--- src/rsd_pkg.sv ---
// Package with register map, opcodes and flag layout of the rotate/subtract datapath
package rsd_pkg;

   ////////////////////////////////////////////////////////////////////////////////
   // Register byte addresses
   localparam logic [4:0] RSD_CTRL_ADDR   = 5'h00;
   localparam logic [4:0] RSD_MEM_ADDR    = 5'h04;
   localparam logic [4:0] RSD_ACC_ADDR    = 5'h08;
   localparam logic [4:0] RSD_STATUS_ADDR = 5'h0C;
   localparam logic [4:0] RSD_COUNT_ADDR  = 5'h10;

   ////////////////////////////////////////////////////////////////////////////////
   // Control register fields
   localparam int RSD_OP_LSB = 0;
   localparam int RSD_OP_MSB = 2;
   localparam int RSD_GO_BIT = 7;

   // Operation codes
   localparam logic [2:0] RSD_OP_ROTL_CARRY_TO_ACC   = 3'h0;
   localparam logic [2:0] RSD_OP_ROTR_IN_PLACE       = 3'h1;
   localparam logic [2:0] RSD_OP_ROTR_TO_ACC         = 3'h2;
   localparam logic [2:0] RSD_OP_ROTR_CARRY_IN_PLACE = 3'h3;
   localparam logic [2:0] RSD_OP_ROTR_CARRY_TO_ACC   = 3'h4;
   localparam logic [2:0] RSD_OP_SUBTRACT_WITH_BORROW = 3'h5;

   ////////////////////////////////////////////////////////////////////////////////
   // Status register field positions
   localparam int RSD_C_BIT  = 0;
   localparam int RSD_AC_BIT = 1;
   localparam int RSD_Z_BIT  = 2;
   localparam int RSD_OV_BIT = 3;
   localparam int RSD_SC_BIT = 4;
   localparam int RSD_CZ_BIT = 5;

   // Reset values
   localparam logic [7:0] RSD_MEM_RESET    = 8'h00;
   localparam logic [7:0] RSD_ACC_RESET    = 8'h00;
   localparam logic [5:0] RSD_STATUS_RESET = 6'h00;
   localparam logic [2:0] RSD_OP_RESET     = 3'h0;
   localparam logic [15:0] RSD_COUNT_RESET = 16'h0000;

   // AXI response codes
   localparam logic [1:0] RSD_RESP_OKAY   = 2'b00;
   localparam logic [1:0] RSD_RESP_SLVERR = 2'b10;

   ////////////////////////////////////////////////////////////////////////////////
   // Status flags, packed in register order (bit 5 down to bit 0)
   typedef struct packed {
      logic cascade_zero_flag;
      logic signed_cascade_flag;
      logic overflow_flag;
      logic zero_flag;
      logic aux_carry_flag;
      logic carry_flag;
   } rsd_flags_type;

   // One operation result: new accumulator, new memory byte, new flags
   typedef struct packed {
      logic [7:0]    acc;
      logic [7:0]    mem;
      rsd_flags_type flags;
   } rsd_result_type;

endpackage

--- src/rsd_datapath.sv ---
// Rotate and subtract-with-borrow datapath with an AXI4-Lite register slave
//
// The placing of the registers and the AXI4-Lite interface to the registers were chosen for this implementation.
`timescale 1ns/100ps
// Overview of operation
// RULE_01: Left rotate through carry to accumulator; memory bit 7 to carry, memory kept.
// RULE_02: In-place right rotate, bit 0 into bit 7, no flag changes.
// RULE_03: Right rotate into accumulator, bit 0 into bit 7; memory and flags kept.
// RULE_04: In-place right rotate through carry; old carry to bit 7, bit 0 to carry.
// RULE_05: Right rotate through carry into accumulator; memory kept, only carry changes.
// RULE_06: Accumulator becomes accumulator minus memory minus inverted carry.
// RULE_07: After subtract, carry clear on negative result, set on zero or positive.
// RULE_08: Subtract updates overflow, zero, aux carry, carry, signed cascade, cascade zero.
// RULE_09: Flags not affected by an operation keep their previous value.
module rsd_datapath (
   input  wire logic        aclk,
   input  wire logic        aresetn,
   input  wire logic [4:0]  s_axi_awaddr,
   input  wire logic [2:0]  s_axi_awprot,
   input  wire logic        s_axi_awvalid,
   output logic             s_axi_awready,
   input  wire logic [31:0] s_axi_wdata,
   input  wire logic [3:0]  s_axi_wstrb,
   input  wire logic        s_axi_wvalid,
   output logic             s_axi_wready,
   output logic [1:0]       s_axi_bresp,
   output logic             s_axi_bvalid,
   input  wire logic        s_axi_bready,
   input  wire logic [4:0]  s_axi_araddr,
   input  wire logic [2:0]  s_axi_arprot,
   input  wire logic        s_axi_arvalid,
   output logic             s_axi_arready,
   output logic [31:0]      s_axi_rdata,
   output logic [1:0]       s_axi_rresp,
   output logic             s_axi_rvalid,
   input  wire logic        s_axi_rready
);
   import rsd_pkg::*;

   ////////////////////////////////////////////////////////////////////////////////
   // State
   logic [7:0]     mem_reg;
   logic [7:0]     accumulator_reg;
   rsd_flags_type  flags_reg;
   logic [2:0]     op_reg;
   logic           exec_reg;
   logic [15:0]    count_reg;
   logic           bvalid_reg;
   logic [1:0]     bresp_reg;
   logic           rvalid_reg;
   logic [1:0]     rresp_reg;
   logic [31:0]    rdata_reg;

   ////////////////////////////////////////////////////////////////////////////////
   // Write channel decode: address and data are taken together
   wire        wr_take     = s_axi_awvalid & s_axi_wvalid & ~bvalid_reg;
   wire        lane0       = s_axi_wstrb[0];
   wire        wr_ctrl     = wr_take & (s_axi_awaddr == RSD_CTRL_ADDR);
   wire        wr_mem      = wr_take & (s_axi_awaddr == RSD_MEM_ADDR);
   wire        wr_acc      = wr_take & (s_axi_awaddr == RSD_ACC_ADDR);
   wire        wr_status   = wr_take & (s_axi_awaddr == RSD_STATUS_ADDR);
   wire        wr_count    = wr_take & (s_axi_awaddr == RSD_COUNT_ADDR);
   wire        wr_mapped   = wr_ctrl | wr_mem | wr_acc | wr_status | wr_count;
   wire        go_write    = wr_ctrl & lane0 & s_axi_wdata[RSD_GO_BIT];
   wire [7:0]  wbyte       = s_axi_wdata[7:0];

   // Read channel decode
   wire        rd_take     = s_axi_arvalid & ~rvalid_reg;
   wire        rd_ctrl     = s_axi_araddr == RSD_CTRL_ADDR;
   wire        rd_mem      = s_axi_araddr == RSD_MEM_ADDR;
   wire        rd_acc      = s_axi_araddr == RSD_ACC_ADDR;
   wire        rd_status   = s_axi_araddr == RSD_STATUS_ADDR;
   wire        rd_count    = s_axi_araddr == RSD_COUNT_ADDR;
   wire        rd_mapped   = rd_ctrl | rd_mem | rd_acc | rd_status | rd_count;
   wire [31:0] rd_value    = rd_ctrl   ? {29'h0000_0000, op_reg} :
                             rd_mem    ? {24'h00_0000, mem_reg} :
                             rd_acc    ? {24'h00_0000, accumulator_reg} :
                             rd_status ? {26'h000_0000, flags_reg} :
                             rd_count  ? {16'h0000, count_reg} : 32'h0000_0000;

   // Handshake outputs
   assign s_axi_awready = wr_take;
   assign s_axi_wready  = wr_take;
   assign s_axi_bvalid  = bvalid_reg;
   assign s_axi_bresp   = bresp_reg;
   assign s_axi_arready = rd_take;
   assign s_axi_rvalid  = rvalid_reg;
   assign s_axi_rresp   = rresp_reg;
   assign s_axi_rdata   = rdata_reg;

   ////////////////////////////////////////////////////////////////////////////////
   // Operand shorthands
   wire        c_in      = flags_reg.carry_flag;
   wire [7:0]  rotl_c    = {mem_reg[6:0], c_in};              // see RULE_01
   wire [7:0]  rotr      = {mem_reg[0], mem_reg[7:1]};        // see RULE_02 see RULE_03
   wire [7:0]  rotr_c    = {c_in, mem_reg[7:1]};              // see RULE_04 see RULE_05

   // Subtract with borrow: borrow in is the inverted carry
   wire        borrow_in = ~c_in;                                        // see RULE_06
   wire [8:0]  diff9     = {1'b0, accumulator_reg} - {1'b0, mem_reg} - {8'h00, borrow_in};
   wire [4:0]  diff5     = {1'b0, accumulator_reg[3:0]} - {1'b0, mem_reg[3:0]}
                           - {4'h0, borrow_in};
   wire [7:0]  diff      = diff9[7:0];                                   // see RULE_06
   wire        sub_c     = ~diff9[8];                                    // see RULE_07
   wire        sub_ac    = ~diff5[4];
   wire        sub_z     = (diff == 8'h00);
   wire        sub_ov    = (accumulator_reg[7] ^ mem_reg[7]) & (diff[7] ^ accumulator_reg[7]);
   wire        sub_sc    = sub_ov ^ diff[7];
   wire        sub_cz    = sub_z & flags_reg.cascade_zero_flag;

   ////////////////////////////////////////////////////////////////////////////////
   // Result selection; untouched fields hold their old values
   rsd_result_type result;
   always_comb begin
      result.acc   = accumulator_reg;
      result.mem   = mem_reg;
      result.flags = flags_reg;                                          // see RULE_09
      case (op_reg)
         RSD_OP_ROTL_CARRY_TO_ACC: begin
            result.acc              = rotl_c;                            // see RULE_01
            result.flags.carry_flag = mem_reg[7];                        // see RULE_01
         end
         RSD_OP_ROTR_IN_PLACE: begin
            result.mem = rotr;                                           // see RULE_02
         end
         RSD_OP_ROTR_TO_ACC: begin
            result.acc = rotr;                                           // see RULE_03
         end
         RSD_OP_ROTR_CARRY_IN_PLACE: begin
            result.mem              = rotr_c;                            // see RULE_04
            result.flags.carry_flag = mem_reg[0];                        // see RULE_04
         end
         RSD_OP_ROTR_CARRY_TO_ACC: begin
            result.acc              = rotr_c;                            // see RULE_05
            result.flags.carry_flag = mem_reg[0];                        // see RULE_05
         end
         RSD_OP_SUBTRACT_WITH_BORROW: begin
            result.acc                       = diff;                     // see RULE_06
            result.flags.carry_flag          = sub_c;                    // see RULE_07
            result.flags.aux_carry_flag      = sub_ac;                   // see RULE_08
            result.flags.zero_flag           = sub_z;                    // see RULE_08
            result.flags.overflow_flag       = sub_ov;                   // see RULE_08
            result.flags.signed_cascade_flag = sub_sc;                   // see RULE_08
            result.flags.cascade_zero_flag   = sub_cz;                   // see RULE_08
         end
         default: begin
            result.acc = accumulator_reg;
         end
      endcase
   end

   ////////////////////////////////////////////////////////////////////////////////
   // Next values of the software-visible registers
   wire [7:0]  mem_next   = exec_reg ? result.mem :
                            (wr_mem & lane0) ? wbyte : mem_reg;
   wire [7:0]  acc_next   = exec_reg ? result.acc :
                            (wr_acc & lane0) ? wbyte : accumulator_reg;
   wire [5:0]  flags_next = exec_reg ? result.flags :
                            (wr_status & lane0) ? wbyte[5:0] : flags_reg;
   wire [15:0] count_next = exec_reg ? count_reg + 16'h0001 :
                            wr_count ? 16'h0000 : count_reg;

   // Datapath registers; an operation runs the cycle after its go write
   always_ff @(posedge aclk) begin
      if (!aresetn) begin
         mem_reg         <= RSD_MEM_RESET;
         accumulator_reg <= RSD_ACC_RESET;
         flags_reg       <= RSD_STATUS_RESET;
         count_reg       <= RSD_COUNT_RESET;
      end else begin
         mem_reg         <= mem_next;
         accumulator_reg <= acc_next;
         flags_reg       <= flags_next;
         count_reg       <= count_next;
      end
   end

   // Opcode latch and one-cycle execute pulse
   always_ff @(posedge aclk) begin
      if (!aresetn) begin
         op_reg   <= RSD_OP_RESET;
         exec_reg <= 1'b0;
      end else begin
         if (wr_ctrl && lane0) begin
            op_reg <= wbyte[RSD_OP_MSB:RSD_OP_LSB];
         end
         exec_reg <= go_write;
      end
   end

   ////////////////////////////////////////////////////////////////////////////////
   // Write response
   always_ff @(posedge aclk) begin
      if (!aresetn) begin
         bvalid_reg <= 1'b0;
         bresp_reg  <= RSD_RESP_OKAY;
      end else if (wr_take) begin
         bvalid_reg <= 1'b1;
         bresp_reg  <= wr_mapped ? RSD_RESP_OKAY : RSD_RESP_SLVERR;
      end else if (s_axi_bready) begin
         bvalid_reg <= 1'b0;
      end
   end

   // Read response
   always_ff @(posedge aclk) begin
      if (!aresetn) begin
         rvalid_reg <= 1'b0;
         rresp_reg  <= RSD_RESP_OKAY;
         rdata_reg  <= 32'h0000_0000;
      end else if (rd_take) begin
         rvalid_reg <= 1'b1;
         rresp_reg  <= rd_mapped ? RSD_RESP_OKAY : RSD_RESP_SLVERR;
         rdata_reg  <= rd_value;
      end else if (s_axi_rready) begin
         rvalid_reg <= 1'b0;
      end
   end

endmodule

--- config.mk ---
export PLATFORM = sky130hd
export DESIGN_NAME = rsd_datapath
export DESIGN_NICKNAME = d
export VERILOG_FILES = /design/src/rsd_pkg.sv /design/src/rsd_datapath.sv
export SDC_FILE = /design/constraint.sdc
export NUM_CORES = 1
export LEC_CHECK = 0
export BUFFER_PORTS_ARGS = -buffer_cell sky130_fd_sc_hd__buf_2
export CORE_MARGIN = 2
export CORE_UTILIZATION = 49
export CTS_CLUSTER_SIZE = 30
export DETAILED_ROUTE_END_ITERATION = 8
export PLACE_DENSITY = 0.78
export SYNTH_ARGS = -nofsm -noshare
export SYNTH_HDL_FRONTEND = slang
export SYNTH_SLANG_ARGS = --single-unit
export TNS_END_PERCENT = 5
--- constraint.sdc ---
create_clock -name aclk -period 2.3 [get_ports aclk]
set_input_delay 0.46 -clock aclk [delete_from_list [all_inputs] [get_ports aclk]]
set_output_delay 0.46 -clock aclk [all_outputs]
set_load 0.1 [all_outputs]
==> impl_metrics.env <==
export IMPL_cp_slowest_cell="fa_2"
export IMPL_final_cell_mix="dfxtp_1 (60), buf_2 (47), nand2_1 (46), a21oi_1 (46), nor2_1 (40)"
export IMPL_hold_class="input port to register"
export IMPL_drv_cap=0
export IMPL_cp_common_cell="fa_2"
export IMPL_synthCells=492
export IMPL_syn_to_final_growth_pct=19.9
export IMPL_cts_setup_buffers=0
export IMPL_synth_area_per_cell_um2=7.97
export IMPL_hold_viol_final=0
export IMPL_ys_ff_latch=62
export IMPL_synthAdderAreaFrac_pct=5.81
export IMPL_worstSetupStartpointType="register"
export IMPL_fin_nets=632
export IMPL_final_util_pct=60.8
export IMPL_grt_pass1_vias=3716
export IMPL_async_flop_share_pct=0
export IMPL_port_buffers=48
export IMPL_htreeDepth=3
export IMPL_drcViolationCount=0
export IMPL_syn_area_um2=3920
export IMPL_dieArea_um2=8740
export IMPL_finalClockSkew_ns=0.00479
export IMPL_grt_overflow=0
export IMPL_crit_fanout=2
export IMPL_drive_above_1_share_pct=24.6
export IMPL_max_stage_delay_ns=0.37
export IMPL_post_route_period_util_pct=96.3
export IMPL_vias=3917
export IMPL_rsz0062_at_grt="true"
export IMPL_synthDistinctLibCells=69
export IMPL_insertion_delay_ns=0.34
export IMPL_die_w_um=93.5
export IMPL_cts_sinks=62
export IMPL_final_common_cell="dfxtp_1"
export IMPL_dr_pass1_iters=5
export IMPL_slew_violations=0
export IMPL_vias_per_cell=5.91
export IMPL_ioPinCount=100
export IMPL_powerDensity_nw_per_um2=572
export IMPL_arrival_ns=2.46
export IMPL_cts_made_buffers=9
export IMPL_synth_edf_count=0
export IMPL_routed_wl_mm=11.0
export IMPL_wl_per_cell_um=16.5
export IMPL_critPathTopFamily="compound AO/OA/AOI/OAI gates"
export IMPL_setup_violations=0
export IMPL_p_leak_nw=1.91
export IMPL_initial_utilization_pct=50.8
export IMPL_ys_seq_area_share_pct=31.6
export IMPL_root_buffer="clkbuf_8"
export IMPL_ant_nets=0
export IMPL_synthMuxAreaShare_pct=2.81
export IMPL_synthXorXnorAreaFrac_pct=3.13
export IMPL_core_area_um2=7730
export IMPL_synth_flop_cell="dfxtp_1"
export IMPL_path_class="register to register"
export IMPL_critPathRequiredTime_ns=2.55
export IMPL_stdcell_area_um2=4700
export IMPL_path_buf_inv=1
export IMPL_grt_pass1_wl_mm=17.8
export IMPL_grtUsageTotal_pct=25.7
export IMPL_grt_max_degree=36
export IMPL_drtIter0Drc=468
export IMPL_synth_simple_area_share_pct=20.4
export IMPL_dpl_cell_area_um2=4340
export IMPL_max_vdd_ir_drop_mv=0.342
export IMPL_die_height_um=93.5
export IMPL_cts_hold_buf=0
export IMPL_yosysWarnings=0
export IMPL_antenna_found_initial=0
export IMPL_worstPathCellList="inv_1, fa_2, fa_2, a21boi_2, o22ai_2, o21ai_2, xor2_1, nand2_1, a221oi_2"
export IMPL_fill_cells=683
export IMPL_synth_top_family_by_area="compound AO/OA/AOI/OAI gates"
export IMPL_fmax_mhz=452
export IMPL_cp_end_kind="register"
export IMPL_rows=32
export IMPL_clk_pin_slew_ns=0.07
export IMPL_cts_tree="yes"
export IMPL_fin_crit_ns=2.21
export IMPL_diodes=0
export IMPL_status="complete, no violations"
export IMPL_worstMarginPinSlew_ns=0.532
export IMPL_dp_hpwl_mm=8.09
export IMPL_slew_headroom_pct=64.5
export IMPL_gp_congestion=0.985
export IMPL_cts_buffer_depth=2
export IMPL_synth_compound_area_share_pct=25.7
-- final cells by class --
cell class | count | area, um^2 | area share [%]
Multi-Input combinational cell | 368 | 2450 | 52.2
Sequential cell | 62 | 1240 | 26.5
Timing Repair Buffer | 82 | 510 | 10.9
Tap cell | 102 | 128 | 2.71
Clock buffer | 9 | 124 | 2.63
Inverter | 33 | 124 | 2.63
Clock inverter | 7 | 120 | 2.55
-- power by group --
part | switching (mW) | internal (mW) | total (mW)
Combinational | 0.340 | 0.0755 | 0.415
Sequential | 0.00685 | 1.09 | 1.09
Clock | 0.459 | 0.723 | 1.18
Total | 0.805 | 1.88 | 2.69
-- synth_stat cells, types with 6 or more instances --
cell type	count	area share (%)
nor2_1	41	3.9
xnor2_1	8	1.8
a221oi_1	6	1.3
xor2_1	6	1.3
clkbuf_1	14	1.3
inv_1	32	3.1
a31oi_1	8	1.3
o21ai_0	37	4.7
a21oi_1	46	5.9
nand2_1	47	4.5
buf_4	20	3.8
nand3_1	16	2.0
or3_1	6	0.96
ha_1	15	4.8
mux2i_1	11	2.8
buf_2	7	0.89
dfxtp_1	62	32
-- layer usage --
metal,up-vias,global-route usage [%],share of wire [%]
met2,223,40.8,45
li1,1857,-,-
met5,-,0,0
met1,1823,35.5,44
met3,14,5.16,9.1
met4,0,7.11,1.2
-- worst register-to-register path, cell delays in order, from the launching register on --
cell and delay, ns:
dfxtp_1 0.33, inv_1 0.07, fa_2 0.36, fa_2 0.37, a21boi_2 0.19, o22ai_2 0.13
o21ai_2 0.17, xor2_1 0.17, nand2_1 0.09, a221oi_2 0.25
-- logic make-up after synthesis --
| group | count (synthesis) |
|---|---|
| simple gates | 157 |
| compound gates | 151 |
| fa+ha+maj | 17 |
| other cells | 1 |
| xor+xnor | 14 |
| flops | 62 |
| mux | 11 |
| buf+inv | 79 |
-- worst paths after layout --
| path | from | to | slack (ns) | depth (start not counted) |
|---|---|---|---|---|
| worst max-delay path | c_in$_SDFFE_PN0P_ | c_in$_SDFFE_PN0P_ | 0.09 | 9 |
| worst min-delay path | s_axi_wdata[7] | exec_reg$_SDFF_PN0_ | 0.37 | 3 |
| worst max register to register | c_in$_SDFFE_PN0P_ | c_in$_SDFFE_PN0P_ | 0.09 | 9 |
| worst min register to register | s_axi_rdata[13]$_SDFFE_PN0P_ | s_axi_rdata[13]$_SDFFE_PN0P_ | 0.45 | 2 |
-- what timing repair did --
item                                    CTS  global route
resized for setup                         9            13
endpoints found under the setup margin    8             8
pin swaps                                 4             8
-- per-stage QoR --
stage / setup TNS, ns / std cells / worst slack, ns / hold WS [ns] / total power [mW]
floorplan: -1.56 / 509 / -0.165 / 0.448 / 1.46
global placement: -0.259 / 647 / -0.143 / 0.438 / 1.52
detailed placement: -0.555 / 647 / -0.166 / 0.442 / 1.52
CTS: 0 / 663 / 0.0108 / 0.359 / 2.70
global route: -0.0765 / 663 / -0.0344 / 0.381 / 2.78
finish: 0 / 663 / 0.0857 / 0.372 / 2.69
Power figures use the tool's default switching activity.
